$ cat config.mk
export PLATFORM = sky130hd
export DESIGN_NAME = iscs_top
export DESIGN_NICKNAME = d
export VERILOG_FILES = /design/src/shared/iscs_pkg.sv /design/src/rtl/iscs_detect.sv /design/src/rtl/iscs_top.sv
export SDC_FILE = /design/constraint.sdc
export NUM_CORES = 1
export LEC_CHECK = 0
export BUFFER_PORTS_ARGS = -buffer_cell sky130_fd_sc_hd__clkbuf_2
export CAP_MARGIN = 15
export CELL_PAD_IN_SITES_DETAIL_PLACEMENT = 0
export CELL_PAD_IN_SITES_GLOBAL_PLACEMENT = 1
export CORE_MARGIN = 2
export CORE_UTILIZATION = 40
export DETAILED_ROUTE_END_ITERATION = 8
export PLACE_DENSITY_LB_ADDON = 0.2
export SKIP_LAST_GASP = 1
export SLEW_MARGIN = 10
export SYNTH_ARGS = -nofsm -noshare
export SYNTH_HDL_FRONTEND = slang
export SYNTH_HIERARCHICAL = 1
export SYNTH_SLANG_ARGS = --single-unit
$ cat constraint.sdc
create_clock -name CORE_CLK -period 28.7 [get_ports CORE_CLK]
set_input_delay 2.87 -clock CORE_CLK [delete_from_list [all_inputs] [get_ports CORE_CLK]]
set_output_delay 2.87 -clock CORE_CLK [all_outputs]
set_load 0.02 [all_outputs]
$ cat src/shared/iscs_pkg.sv
// package: register map, field layout, reset values and vector types for the interrupt source control block
package iscs_pkg;
	// ****************************************
	// register offsets
	// ****************************************
	localparam logic [7:0] OFS_STATUS = 8'h30;
	localparam logic [7:0] OFS_TIMER0 = 8'h32;
	localparam logic [7:0] OFS_DMA0 = 8'h34;
	localparam logic [7:0] OFS_DMA1 = 8'h36;
	localparam logic [7:0] OFS_EXT0 = 8'h38;
	localparam logic [7:0] OFS_EXT1 = 8'h3A;
	localparam logic [7:0] OFS_EXT2 = 8'h3C;
	localparam logic [7:0] OFS_EXT3 = 8'h3E;
	localparam logic [7:0] OFS_REQUEST = 8'h2E;
	localparam logic [7:0] OFS_MASKVIEW = 8'h28;
	localparam logic [7:0] OFS_DMASEL = 8'h40;
	// ****************************************
	// field positions and reset values
	// ****************************************
	localparam int BIT_NESTED = 6;
	localparam int BIT_CASCADE = 5;
	localparam int BIT_LEVEL = 4;
	localparam int BIT_MASK = 3;
	localparam int BIT_HALT = 15;
	localparam logic [15:0] CTRL_RESET = 16'h000F;
	localparam logic [2:0] PRIO_NONE = 3'h7;
	// ****************************************
	// vector types per source, index order below
	// ****************************************
	localparam int NSRC = 9;
	localparam int SRC_T0 = 0;
	localparam int SRC_T1 = 1;
	localparam int SRC_T2 = 2;
	localparam int SRC_D0 = 3;
	localparam int SRC_D1 = 4;
	localparam int SRC_E0 = 5;
	localparam int SRC_E1 = 6;
	localparam int SRC_E2 = 7;
	localparam int SRC_E3 = 8;
	localparam logic [7:0] VEC_T0 = 8'h08;
	localparam logic [7:0] VEC_T1 = 8'h12;
	localparam logic [7:0] VEC_T2 = 8'h13;
	localparam logic [7:0] VEC_D0 = 8'h0A;
	localparam logic [7:0] VEC_D1 = 8'h0B;
	localparam logic [7:0] VEC_E0 = 8'h0C;
	localparam logic [7:0] VEC_E1 = 8'h0D;
	localparam logic [7:0] VEC_E2 = 8'h0E;
	localparam logic [7:0] VEC_E3 = 8'h0F;
	// register bus request
	typedef struct packed {
		logic [7:0] addr;
		logic [15:0] wdata;
		logic wr;
		logic rd;
	} iscs_bus_t;
	// winning request
	typedef struct packed {
		logic valid;
		logic [7:0] vector;
		logic [2:0] prio;
	} iscs_win_t;
endpackage

$ cat src/rtl/iscs_detect.sv
// module: one request input with level or rising-edge detection and a pending latch
`timescale 1ns/1ps
module iscs_detect (
	input wire logic clk,
	input wire logic rst_n,
	input wire logic req_in,
	input wire logic level_sel,
	input wire logic ack,
	output logic pending
);
	logic prev_q;
	logic edge_q;
	wire rise = req_in & ~prev_q;
	// level: pin itself; edge: latched until acknowledged
	assign pending = level_sel ? req_in : edge_q;
	// edge latch, set wins over acknowledge
	always_ff @(posedge clk) begin
		if (!rst_n) begin
			prev_q <= 1'b0;
			edge_q <= 1'b0;
		end else begin
			prev_q <= req_in;
			edge_q <= rise | (edge_q & ~ack);
		end
	end
endmodule

$ cat src/rtl/iscs_top.sv
// module: interrupt source control and status registers with priority selection
`timescale 1ns/1ps
module iscs_top (
	input wire logic CORE_CLK,
	input wire logic RESET_N,
	input wire logic [7:0] ADDR,
	input wire logic [15:0] WDATA,
	input wire logic WR,
	input wire logic RD,
	output logic [15:0] RDATA,
	input wire logic SLAVE_MODE,
	input wire logic [3:0] EXT_REQUEST_IN,
	output logic [1:0] CASCADE_ACK_OUT,
	output logic [1:0] CASCADE_ACK_OE,
	input wire logic [1:0] CASCADE_ACK_STROBE,
	input wire logic [2:0] TIMER_EVENT,
	input wire logic [1:0] DMA_PIN_IN,
	input wire logic [1:0] DMA_DONE,
	output logic [1:0] DMA_REQUEST,
	input wire logic NMI_EVENT,
	input wire logic INTERRUPT_RETURN_INSTR_EXEC,
	output logic DMA_HALT,
	input wire logic ACK_VALID,
	input wire logic [3:0] ACK_SRC,
	output logic IRQ_VALID,
	output logic [7:0] IRQ_VECTOR,
	output logic [2:0] IRQ_PRIO,
	output logic [1:0] NESTED_EN
);
	// ****************************************
	// bus decode
	// ****************************************
	iscs_pkg::iscs_bus_t bus;
	assign bus = '{addr: ADDR, wdata: WDATA, wr: WR, rd: RD};
	wire hit_status = bus.addr == iscs_pkg::OFS_STATUS;
	wire hit_t0 = bus.addr == iscs_pkg::OFS_TIMER0;
	wire hit_d0 = bus.addr == iscs_pkg::OFS_DMA0;
	wire hit_d1 = bus.addr == iscs_pkg::OFS_DMA1;
	wire hit_e0 = bus.addr == iscs_pkg::OFS_EXT0;
	wire hit_e1 = bus.addr == iscs_pkg::OFS_EXT1;
	wire hit_e2 = bus.addr == iscs_pkg::OFS_EXT2;
	wire hit_e3 = bus.addr == iscs_pkg::OFS_EXT3;
	wire hit_req = bus.addr == iscs_pkg::OFS_REQUEST;
	wire hit_mv = bus.addr == iscs_pkg::OFS_MASKVIEW;
	wire hit_sel = bus.addr == iscs_pkg::OFS_DMASEL;

	// ****************************************
	// control registers
	// ****************************************
	logic [6:0] tgrp_q; // shared timer control, master mode
	logic [6:0] t1s_q; // slave timer 1 control
	logic [6:0] t2s_q; // slave timer 2 control
	logic [6:0] t0s_q; // slave timer 0 control
	logic [6:0] d0_q;
	logic [6:0] d1_q;
	logic [6:0] e0_q;
	logic [6:0] e1_q;
	logic [6:0] e2_q;
	logic [6:0] e3_q;
	logic [1:0] dsel_q; // 1: dma pin is an interrupt input
	logic halt_q;
	logic [2:0] tpend_q;
	logic [15:0] rdata_q;

	// timer 1/2 offsets share with ext 0/1 in slave mode
	wire wr_t0 = bus.wr & hit_t0;
	wire wr_e0m = bus.wr & hit_e0 & ~SLAVE_MODE;
	wire wr_e1m = bus.wr & hit_e1 & ~SLAVE_MODE;
	wire wr_t1s = bus.wr & hit_e0 & SLAVE_MODE;
	wire wr_t2s = bus.wr & hit_e1 & SLAVE_MODE;
	// mask view writes: bit layout timer0, -, d0, d1, e0..e3 at 4..7
	wire wr_mv = bus.wr & hit_mv;
	wire [6:0] w_full = bus.wdata[6:0];
	wire [6:0] w_lvl = {2'b00, bus.wdata[4:0]};
	wire [6:0] w_mp = {3'b000, bus.wdata[3:0]};

	// next values with mask mirror applied
	function automatic logic [6:0] nxt(input logic [6:0] cur, input logic wr, input logic [6:0] wv,
		input logic mw, input logic mv);
		logic [6:0] r;
		r = wr ? wv : cur;
		if (mw) begin
			r[iscs_pkg::BIT_MASK] = mv;
		end
		return r;
	endfunction

	always_ff @(posedge CORE_CLK) begin
		if (!RESET_N) begin
			// every control comes up masked at lowest priority
			tgrp_q <= iscs_pkg::CTRL_RESET[6:0];
			t0s_q <= iscs_pkg::CTRL_RESET[6:0];
			t1s_q <= iscs_pkg::CTRL_RESET[6:0];
			t2s_q <= iscs_pkg::CTRL_RESET[6:0];
			d0_q <= iscs_pkg::CTRL_RESET[6:0];
			d1_q <= iscs_pkg::CTRL_RESET[6:0];
			e0_q <= iscs_pkg::CTRL_RESET[6:0];
			e1_q <= iscs_pkg::CTRL_RESET[6:0];
			e2_q <= iscs_pkg::CTRL_RESET[6:0];
			e3_q <= iscs_pkg::CTRL_RESET[6:0];
			dsel_q <= 2'h0;
		end else begin
			tgrp_q <= nxt(tgrp_q, wr_t0 & ~SLAVE_MODE, w_mp, wr_mv & ~SLAVE_MODE, bus.wdata[0]);
			t0s_q <= nxt(t0s_q, wr_t0 & SLAVE_MODE, w_mp, wr_mv & SLAVE_MODE, bus.wdata[0]);
			t1s_q <= nxt(t1s_q, wr_t1s, w_mp, wr_mv & SLAVE_MODE, bus.wdata[4]);
			t2s_q <= nxt(t2s_q, wr_t2s, w_mp, wr_mv & SLAVE_MODE, bus.wdata[5]);
			// dma controls same address in either mode
			d0_q <= nxt(d0_q, bus.wr & hit_d0, w_mp, wr_mv, bus.wdata[2]);
			d1_q <= nxt(d1_q, bus.wr & hit_d1, w_mp, wr_mv, bus.wdata[3]);
			e0_q <= nxt(e0_q, wr_e0m, w_full, wr_mv & ~SLAVE_MODE, bus.wdata[4]);
			e1_q <= nxt(e1_q, wr_e1m, w_full, wr_mv & ~SLAVE_MODE, bus.wdata[5]);
			e2_q <= nxt(e2_q, bus.wr & hit_e2, w_lvl, wr_mv & ~SLAVE_MODE, bus.wdata[6]);
			e3_q <= nxt(e3_q, bus.wr & hit_e3, w_lvl, wr_mv & ~SLAVE_MODE, bus.wdata[7]);
			if (bus.wr & hit_sel) begin
				dsel_q <= bus.wdata[1:0];
			end
		end
	end

	// ****************************************
	// request detection
	// ****************************************
	wire cascade_any = e0_q[iscs_pkg::BIT_CASCADE] | e1_q[iscs_pkg::BIT_CASCADE];
	wire [3:0] ext_lvl = {e3_q[iscs_pkg::BIT_LEVEL], e2_q[iscs_pkg::BIT_LEVEL],
		e1_q[iscs_pkg::BIT_LEVEL], e0_q[iscs_pkg::BIT_LEVEL]};
	// pins 2/3 stop being requests in cascade mode
	wire [3:0] ext_in = {EXT_REQUEST_IN[3] & ~cascade_any, EXT_REQUEST_IN[2] & ~cascade_any,
		EXT_REQUEST_IN[1:0]};
	// shared pin feeds interrupt or dma side
	wire [1:0] dma_irq_in = DMA_PIN_IN & dsel_q;
	wire [1:0] dma_evt = dma_irq_in | DMA_DONE;
	logic [8:0] ack_vec;
	logic [3:0] ext_pend;
	logic [1:0] dma_pend;
	assign ack_vec = ACK_VALID ? 9'(9'h001 << ACK_SRC) : 9'h000;

	genvar gi;
	// one detector per external pin, level or edge
	generate
		for (gi = 0; gi < 4; gi++) begin : g_ext
			iscs_detect u_det (
				.clk(CORE_CLK),
				.rst_n(RESET_N),
				.req_in(ext_in[gi]),
				.level_sel(ext_lvl[gi]),
				.ack(ack_vec[iscs_pkg::SRC_E0 + gi]),
				.pending(ext_pend[gi])
			);
		end
		for (gi = 0; gi < 2; gi++) begin : g_dma
			iscs_detect u_det (
				.clk(CORE_CLK),
				.rst_n(RESET_N),
				.req_in(dma_evt[gi]),
				.level_sel(1'b0),
				.ack(ack_vec[iscs_pkg::SRC_D0 + gi]),
				.pending(dma_pend[gi])
			);
		end
	endgenerate

	// ****************************************
	// status register: timer pending and dma halt
	// ****************************************
	wire wr_status = bus.wr & hit_status;
	wire [2:0] t_ack = ack_vec[2:0];
	always_ff @(posedge CORE_CLK) begin
		if (!RESET_N) begin
			tpend_q <= 3'h0;
			halt_q <= 1'b0;
		end else begin
			// event set wins over ack or software clear
			tpend_q <= TIMER_EVENT | (tpend_q & ~t_ack & ~(wr_status ? ~bus.wdata[2:0] : 3'h0));
			// nmi sets, return clears, software may write
			if (NMI_EVENT) begin
				halt_q <= 1'b1;
			end else if (INTERRUPT_RETURN_INSTR_EXEC) begin
				halt_q <= 1'b0;
			end else if (wr_status) begin
				halt_q <= bus.wdata[iscs_pkg::BIT_HALT];
			end
		end
	end

	// ****************************************
	// per-source mask, priority, vector
	// ****************************************
	logic [8:0] src_pend;
	logic [8:0] src_mask;
	logic [8:0][2:0] src_prio;
	logic [8:0][7:0] src_vec;
	wire [6:0] tc0 = SLAVE_MODE ? t0s_q : tgrp_q;
	wire [6:0] tc1 = SLAVE_MODE ? t1s_q : tgrp_q;
	wire [6:0] tc2 = SLAVE_MODE ? t2s_q : tgrp_q;
	assign src_pend = {ext_pend, dma_pend, tpend_q};
	assign src_mask = {e3_q[3], e2_q[3], e1_q[3], e0_q[3], d1_q[3], d0_q[3], tc2[3], tc1[3], tc0[3]};
	assign src_prio = {e3_q[2:0], e2_q[2:0], e1_q[2:0], e0_q[2:0], d1_q[2:0], d0_q[2:0],
		tc2[2:0], tc1[2:0], tc0[2:0]};
	// fixed vector types
	assign src_vec = {iscs_pkg::VEC_E3, iscs_pkg::VEC_E2, iscs_pkg::VEC_E1, iscs_pkg::VEC_E0,
		iscs_pkg::VEC_D1, iscs_pkg::VEC_D0, iscs_pkg::VEC_T2, iscs_pkg::VEC_T1, iscs_pkg::VEC_T0};
	wire [8:0] src_live = src_pend & ~src_mask;

	// lowest priority number wins, lowest index on tie
	iscs_pkg::iscs_win_t win;
	always_comb begin
		win = '{valid: 1'b0, vector: 8'h00, prio: iscs_pkg::PRIO_NONE};
		for (int i = 0; i < iscs_pkg::NSRC; i++) begin
			if (src_live[i] && (!win.valid || src_prio[i] < win.prio)) begin
				win = '{valid: 1'b1, vector: src_vec[i], prio: src_prio[i]};
			end
		end
	end

	// ****************************************
	// read mux
	// ****************************************
	wire [15:0] rd_status = {halt_q, 12'h000, tpend_q};
	// ext 0..3 at bits 4..7, same layout as the mask view
	wire [15:0] rd_req_m = {8'h00, ext_pend, dma_pend, 1'b0, |tpend_q};
	wire [15:0] rd_req_s = {10'h000, tpend_q[2:1], dma_pend, 1'b0, tpend_q[0]};
	wire [15:0] rd_mv_m = {8'h00, src_mask[8:5], src_mask[4:3], 1'b0, tgrp_q[3]};
	wire [15:0] rd_mv_s = {10'h000, src_mask[2:1], src_mask[4:3], 1'b0, src_mask[0]};
	wire [15:0] rd_t0 = {9'h000, tc0};
	wire [15:0] rd_e0 = {9'h000, SLAVE_MODE ? t1s_q : e0_q};
	wire [15:0] rd_e1 = {9'h000, SLAVE_MODE ? t2s_q : e1_q};
	wire [15:0] rd_mux =
		hit_status ? rd_status :
		hit_t0 ? rd_t0 :
		hit_d0 ? {9'h000, d0_q} :
		hit_d1 ? {9'h000, d1_q} :
		hit_e0 ? rd_e0 :
		hit_e1 ? rd_e1 :
		hit_e2 ? {9'h000, e2_q} :
		hit_e3 ? {9'h000, e3_q} :
		hit_req ? (SLAVE_MODE ? rd_req_s : rd_req_m) :
		hit_mv ? (SLAVE_MODE ? rd_mv_s : rd_mv_m) :
		hit_sel ? {14'h0000, dsel_q} : 16'h0000;

	// ****************************************
	// registered outputs
	// ****************************************
	always_ff @(posedge CORE_CLK) begin
		if (!RESET_N) begin
			rdata_q <= 16'h0000;
			RDATA <= 16'h0000;
			IRQ_VALID <= 1'b0;
			IRQ_VECTOR <= 8'h00;
			IRQ_PRIO <= iscs_pkg::PRIO_NONE;
			CASCADE_ACK_OUT <= 2'h0;
			CASCADE_ACK_OE <= 2'h0;
			DMA_REQUEST <= 2'h0;
			DMA_HALT <= 1'b0;
			NESTED_EN <= 2'h0;
		end else begin
			RDATA <= bus.rd ? rd_mux : 16'h0000;
			IRQ_VALID <= win.valid;
			IRQ_VECTOR <= win.vector;
			IRQ_PRIO <= win.prio;
			// pins 2/3 drive acknowledge toward cascaded slaves
			CASCADE_ACK_OE <= {2{cascade_any}};
			CASCADE_ACK_OUT <= cascade_any ? CASCADE_ACK_STROBE : 2'h0;
			// dma requests stop while halted
			DMA_REQUEST <= DMA_PIN_IN & ~dsel_q & {2{~halt_q}};
			DMA_HALT <= halt_q;
			NESTED_EN <= {e1_q[iscs_pkg::BIT_NESTED], e0_q[iscs_pkg::BIT_NESTED]};
		end
	end
endmodule

==> results of run 1 <==
-- layout by cell type (no fill, tap or decap), types with 5 or more instances in the layout --
master | synthesis | layout
a21o_1 | 5 | 5
and3_1 | 8 | 8
o31ai_1 | 5 | 5
a21boi_1 | 6 | 6
conb_1 | 1 | 12
nor2b_1 | 10 | 10
mux2_4 | 6 | 6
nand2_1 | 113 | 113
nand2b_1 | 30 | 30
a31oi_1 | 10 | 10
nor3_1 | 10 | 10
ha_1 | 8 | 8
nand3_1 | 54 | 54
inv_1 | 16 | 16
clkbuf_2 | 1 | 68
and2_1 | 19 | 19
a211oi_1 | 6 | 6
o21a_1 | 8 | 8
o211ai_1 | 8 | 8
mux2i_1 | 19 | 19
or2_2 | 10 | 10
a22oi_1 | 7 | 7
clkbuf_16 | 0 | 9
a21oi_1 | 40 | 40
nor2_1 | 62 | 62
nor4b_1 | 7 | 6
o21ai_0 | 46 | 46
dfxtp_1 | 92 | 92
-- synth_stat cells, types with 3 or more instances --
cell type	count	area [um^2]
inv_1	16	60.1
and3_1	8	50.1
a31o_2	3	26.3
o31ai_1	5	37.5
nand2b_1	30	188
mux2_2	4	45.0
a21boi_0	3	22.5
ha_1	8	100
nor4b_1	7	61.3
nand4_1	4	25.0
a21o_1	5	37.5
o21a_1	8	60.1
nor3_1	10	50.1
nand3_1	54	270
o21ai_0	46	230
a22oi_1	7	52.6
a2111oi_0	3	26.3
a21boi_1	6	45.0
a211o_1	3	26.3
o211a_1	3	30.0
nand2_1	113	424
and2_1	19	119
dfxtp_1	92	1840
nor2_1	62	233
o211ai_1	8	60.1
mux2_4	6	90.1
clkbuf_1	22	82.6
nor2b_1	10	62.6
nor4_1	4	25.0
a221oi_1	4	35.0
nor3b_1	4	30.0
a222oi_1	4	40.0
mux2i_1	19	190
a211oi_1	6	45.0
o221ai_1	3	26.3
a31oi_1	10	62.6
a21oi_1	40	200
buf_4	11	82.6
or2_2	10	62.6
-- critical path, delay by kind of cell --
family,cells,cell delay [ps]
fa+ha+maj,8,2170
mux,4,1490
compound gates,24,5360
simple gates,13,2230
buf+inv,1,710
-- area by class of cell --
| type | instances | area share (%) |
|---|---|---|
| clock buffer | 10 | 3.85 |
| clock inverter | 6 | 1.15 |
| inverter | 16 | 0.969 |
| multi-input combinational | 581 | 55.2 |
| sequential | 92 | 29.7 |
| tap | 176 | 3.55 |
| timing repair buffer | 69 | 5.61 |
-- worst paths after layout --
kind | to | slack (ps)
worst max-delay path | IRQ_PRIO[1]$_SDFF_PN1_ | 14130
worst min-delay path | g_dma[1].u_det/edge_q$_SDFF_PN0_ | 470
worst max register to register | IRQ_PRIO[1]$_SDFF_PN1_ | 17020
worst min register to register | g_dma[1].u_det/edge_q$_SDFF_PN0_ | 470
-- metrics by stage --
step                      total power, mW  hold slack [ps]  instance area (um^2)  utilization, %  setup WS, ps
after global routing                0.291              495                  6200            46.6         13210
final                               0.279              472                  6200            46.6         14130
after global placement              0.160              453                  5890            44.3         14090
after floorplan                     0.152              436                  5510               -         16250
after detailed placement            0.161              460                  5890            44.3         13930
after CTS                           0.283              471                  6200            46.6         14260
-- flip-flops by register name, indices dropped and copies added (netlist names), 3 cells and up --
| signal | flops |
|---|---|
| t2s_q | 4 |
| g_ext.u_det/edge_q | 4 |
| tpend_q | 3 |
| e3_q | 5 |
| tgrp_q | 4 |
| d0_q | 4 |
| t1s_q | 4 |
| IRQ_VECTOR | 5 |
| IRQ_PRIO | 3 |
| e0_q | 7 |
| g_ext.u_det/prev_q | 4 |
| d1_q | 4 |
| t0s_q | 4 |
| RDATA | 9 |
| e1_q | 7 |
| e2_q | 5 |
-- where the power goes --
| group | internal, mW | switching [mW] |
|---|---|---|
| clock | 0.0704 | 0.0509 |
| combinational | 0.00941 | 0.0171 |
| sequential | 0.130 | 0.00173 |
| total | 0.210 | 0.0698 |
-- layer usage --
layer / vias to the layer above / GRT usage [%]
li1: 2662 / -
met1: 2543 / 31.3
met2: 186 / 37.3
met3: 35 / 3.81
met4: 0 / 9.81
met5: - / 0
-- kinds of logic (layout without fill, tap and decap cells) --
group	after synthesis	count (layout)	synth area share [%]
and+or+nand+nor	342	342	30.4
AOI/OAI and AO/OA	186	186	22.5
DFF	92	92	33.7
buffers and inverters	53	101	4.60
muxes	30	30	6.36
adders and majority gates	11	11	2.40
other	1	12	0.0686
==> run summary, run 1 <==
Initial antenna violation count: 0
Syn Inst Count: 715
FILL cells: 1356
Worst setup SP type: primary input
Total Neg Setup Slack: 0 ps
Syn_area_per_cell: 7.65 um^2
Critical-path top delay cell: clkbuf_2
DIE WIDTH: 121 um
Max-slew headroom: 34.5%
Clock tree buffer depth: 2
First-pass GRT wire length: 26800 um
Pwr per Cell Area: 45.1 nW/um^2
Number of port buffers: 68
Total number of vias: 5426
HPWL after DPL: 12600 um
Setup crit end kind: flip-flop
Clk Latency, worst-skew pair: 340 ps
Post-synth EDFFs: 0
Post-Route WL: 16600 um
Setup Skew: 6.42 ps
Final nets: 826
DRT iter0 DRCs: 481
Routed Antenna Nets: 0
Worst setup path startpoint: SLAVE_MODE
DR top layer: met4
Seq/Total Area, Yosys: 33.7%
FP Rows: 42
Yosys warning count: 6
Max Slew Vio Count: 0
P&R area growth vs syn: 13.4%
Arrival @ worst endpoint: 14840 ps
Die footprint: 14600 um^2
Worst Path Required: 28980 ps
Predominant post-synthesis flop cell: dfxtp_1
Fmax: 68.7 MHz
Chip height: 121 um
Clock transition at path regs: 70 ps
Final Hold Fails: 0
Initial core utilization: 41.1%
CP peak stage delay: 710 ps
Vias in the first global route: 5131
Ant diodes: 0
GP Congestion: 0.895
H-tree levels: 3
CTS tree: done
Grt ovf: 0
# hold bufs at CTS: 0
Largest net degree at the start of global routing: 67
Post-Syn Area: 5470 um^2
RSZ-0062 raised after global routing: false
WL per Instance: 17.4 um
Number of clock sinks: 92
Met3 wire length: 900 um
Crit share post-route: 50.7%
Worst Hold Class: reg -> reg
VDD IR max: 0.0278 mV
Root buffer cell: clkbuf_16
All-Layer GR Usage: 23.4%
Resized Gates After CTS: 0
Boundary Pins: 86
Critical Path Fanout Max: 48
Reg2reg start: tgrp_q[3]$_SDFFE_PN1P_
Share of layout cells above drive strength 1: 14.9%
Postcts setup bufs: 0
Met2 WL: 7670 um
Reg2Reg Depth: 49
Final Non-Filler Cells: 950
Inserted Clock Buffers: 9
Synthesized flop and latch total: 92
DRC: 0
P_leak: 2.58 nW
Vias per cell: 5.71
Count of cell types in the netlist: 68
Sequential Area: 1840 um^2
Area of the multi-input gates: 3420 um^2
Critical path type: in -> reg
Max_cap viols: 0
M1 wire length: 7480 um
Core area: 13300 um^2
Final Setup Violations: 0
Hold Path Origin: g_dma[1].u_det/edge_q$_SDFF_PN0_
Drt pass-1 iters: 5
Hold path cells: 2
Outcome: finished clean
Worst slew pin tran: 982 ps
Fraction of registers with async set/reset: 0%
Inst Count DP: 934
Final period demand of the worst path: 14570 ps
Power figures use the tool's default switching activity.
==> inputs of run 2 (changes only) <==
--- a/config.mk
+++ b/config.mk
@@ -10,7 +10,7 @@
 export CELL_PAD_IN_SITES_DETAIL_PLACEMENT = 0
 export CELL_PAD_IN_SITES_GLOBAL_PLACEMENT = 1
 export CORE_MARGIN = 2
-export CORE_UTILIZATION = 40
+export CORE_UTILIZATION = 38
 export DETAILED_ROUTE_END_ITERATION = 8
 export PLACE_DENSITY_LB_ADDON = 0.2
 export SKIP_LAST_GASP = 1
==> constraint.sdc (replaced) <==
create_clock -name CORE_CLK -period 12.4 [get_ports CORE_CLK]
set_input_delay 1.24 -clock CORE_CLK [delete_from_list [all_inputs] [get_ports CORE_CLK]]
set_output_delay 1.24 -clock CORE_CLK [all_outputs]
set_load 0.02 [all_outputs]
==> run 2 against run 1 <==
Sequential power increased by 130%. First-iteration DRC count decreased by 1.5%. Critical endpoint is now IRQ_PRIO[2]$_SDFF_PN1_. Critical path depth increased by 1. Sequential share of layout area decreased by 0.31 points. Critical path type unchanged. Count of clock-buffer cells in the layout increased by 1. Global-route usage decreased by 0.093 points. Sequential cell count unchanged. Cell count increased by 1.3%. Setup slack got worse by 13000 ps.
==> run summary, run 2 (same netlist as run 1, synthesis figures left out) <==
Share of layout cells above drive strength 1: 16.2%
Setup crit end kind: flip-flop
Initial core utilization: 39.1%
Total number of vias: 5514
Setup ws final: 826 ps
Final Setup Violations: 0
Root buffer cell: clkbuf_16
Number of flip-flops in the largest register: 9
Clk Latency, worst-skew pair: 350 ps
Final nets: 834
FP Rows: 43
Hold slack: 472 ps
H-tree levels: 3
Number of port buffers: 68
Outcome: finished clean
Total Neg Setup Slack: 0 ps
GP Congestion: 0.897
Most common library cell in the layout ignoring fill and taps: nand2_1
Die footprint: 15400 um^2
Placed Area: 5950 um^2
Setup Skew: 15.3 ps
Clock tree buffer depth: 2
Post-route cell area: 6270 um^2
Critical path type: in -> reg
WL per Instance: 18.3 um
P_leak: 2.61 nW
CP peak stage delay: 370 ps
Post-Route WL: 17600 um
Commonest non-fill, non-tap cells in the layout: 113 x nand2_1, 92 x dfxtp_1, 67 x clkbuf_2
Core area: 14000 um^2
HPWL after DPL: 13300 um
All-Layer GR Usage: 23.3%
Largest net degree at the start of global routing: 67
Vias in the first global route: 5161
Final Hold Fails: 0
Grt ovf: 0
Critical-path top delay cell: a221o_2
Drt pass-1 iters: 5
Critical Path Fanout Max: 24
Final design utilization: 44.8%
Routed Antenna Nets: 0
Worst slew pin tran: 963 ps
CTS tree: done
Place WS: 187 ps
Max_cap viols: 0
DRC: 0
Worst Hold Class: reg -> reg
Worst setup SP type: primary input
Inst Count DP: 946
Inserted Clock Buffers: 9
Crit share post-route: 93.3%
Top reg by flops: RDATA
VDD IR max: 0.0802 mV
Worst Path Required: 12640 ps
CP dominant cell by count: ha_1
Boundary Pins: 86
DRT iter0 DRCs: 474
Chip height: 124 um
Final period demand of the worst path: 11570 ps
Pwr per Cell Area: 101 nW/um^2
Final Non-Filler Cells: 962
Arrival @ worst endpoint: 11810 ps
Ant diodes: 0
Initial antenna violation count: 0
Largest regs: RDATA: 9 flops, e0_q: 7 flops, e1_q: 7 flops
Vias per cell: 5.73
DIE WIDTH: 124 um
Total Power: 0.633 mW
Max-slew headroom: 35.1%
First-pass GRT wire length: 27200 um
Max Slew Vio Count: 0
P&R area growth vs syn: 14.6%
Fmax: 86.4 MHz
Number of clock sinks: 92
Clock transition at path regs: 70 ps
==> run 2: cell types whose count changed in the layout (fill, tap and decap cells not counted), sizes merged <==
cell and delta:
buf +8, bufinv -1, clkbuf +1, clkinv +1
clkinvlp -2, inv +1
==> run 2: timing repair <==
item / in CTS / in global routing
endpoints found under the hold margin: 0 / 0
hold buffers: 0 / 0
buffers inserted: 0 / 0
setup endpoints to repair: 0 / 8
gates resized for setup: 0 / 8
==> run 2: worst max-delay path: cells and delay by family <==
family | cells | cell delay (ps)
adders and majority gates | 8 | 2150
AOI/OAI and AO/OA | 25 | 4940
muxes | 3 | 750
buffers and inverters | 1 | 270
and+or+nand+nor | 14 | 2410
==> run 2: final timing paths <==
path                                     from                               end  slack, ps  depth (start not counted)
max                                SLAVE_MODE            IRQ_PRIO[2]$_SDFF_PN1_        830                         51
max reg2reg             tpend_q[0]$_SDFF_PN0_            IRQ_PRIO[2]$_SDFF_PN1_       1450                         50
min          g_ext[1].u_det/edge_q$_SDFF_PN0_  g_ext[1].u_det/edge_q$_SDFF_PN0_        470                          2
min reg2reg  g_ext[1].u_det/edge_q$_SDFF_PN0_  g_ext[1].u_det/edge_q$_SDFF_PN0_        470                          2
==> run 2: final cells by class <==
type / instances / area, um^2
inverter: 16 / 60.1
multi-input combinational: 581 / 3440
timing repair buffer: 77 / 410
clock buffer: 11 / 243
tap: 180 / 225
clock inverter: 5 / 43.8
fill: 1458 / 7720
sequential: 92 / 1840
==> run 2: layer usage <==
layer  track usage, %  vias up  part of all wire, %
li1                 -     2694                    -
met1             30.5     2625                   45
met2             39.1      168                   48
met3             3.48       27                  5.6
met4             7.87        0                  1.8
met5                0        -                    0
==> run 2: power by group <==
part / leakage (nW) / switching [mW] / total (mW) / internal (mW)
registers: 0.749 / 0.00414 / 0.305 / 0.300
clock network: 0.141 / 0.122 / 0.266 / 0.144
logic: 1.72 / 0.0404 / 0.0627 / 0.0223
total: 2.61 / 0.166 / 0.633 / 0.467
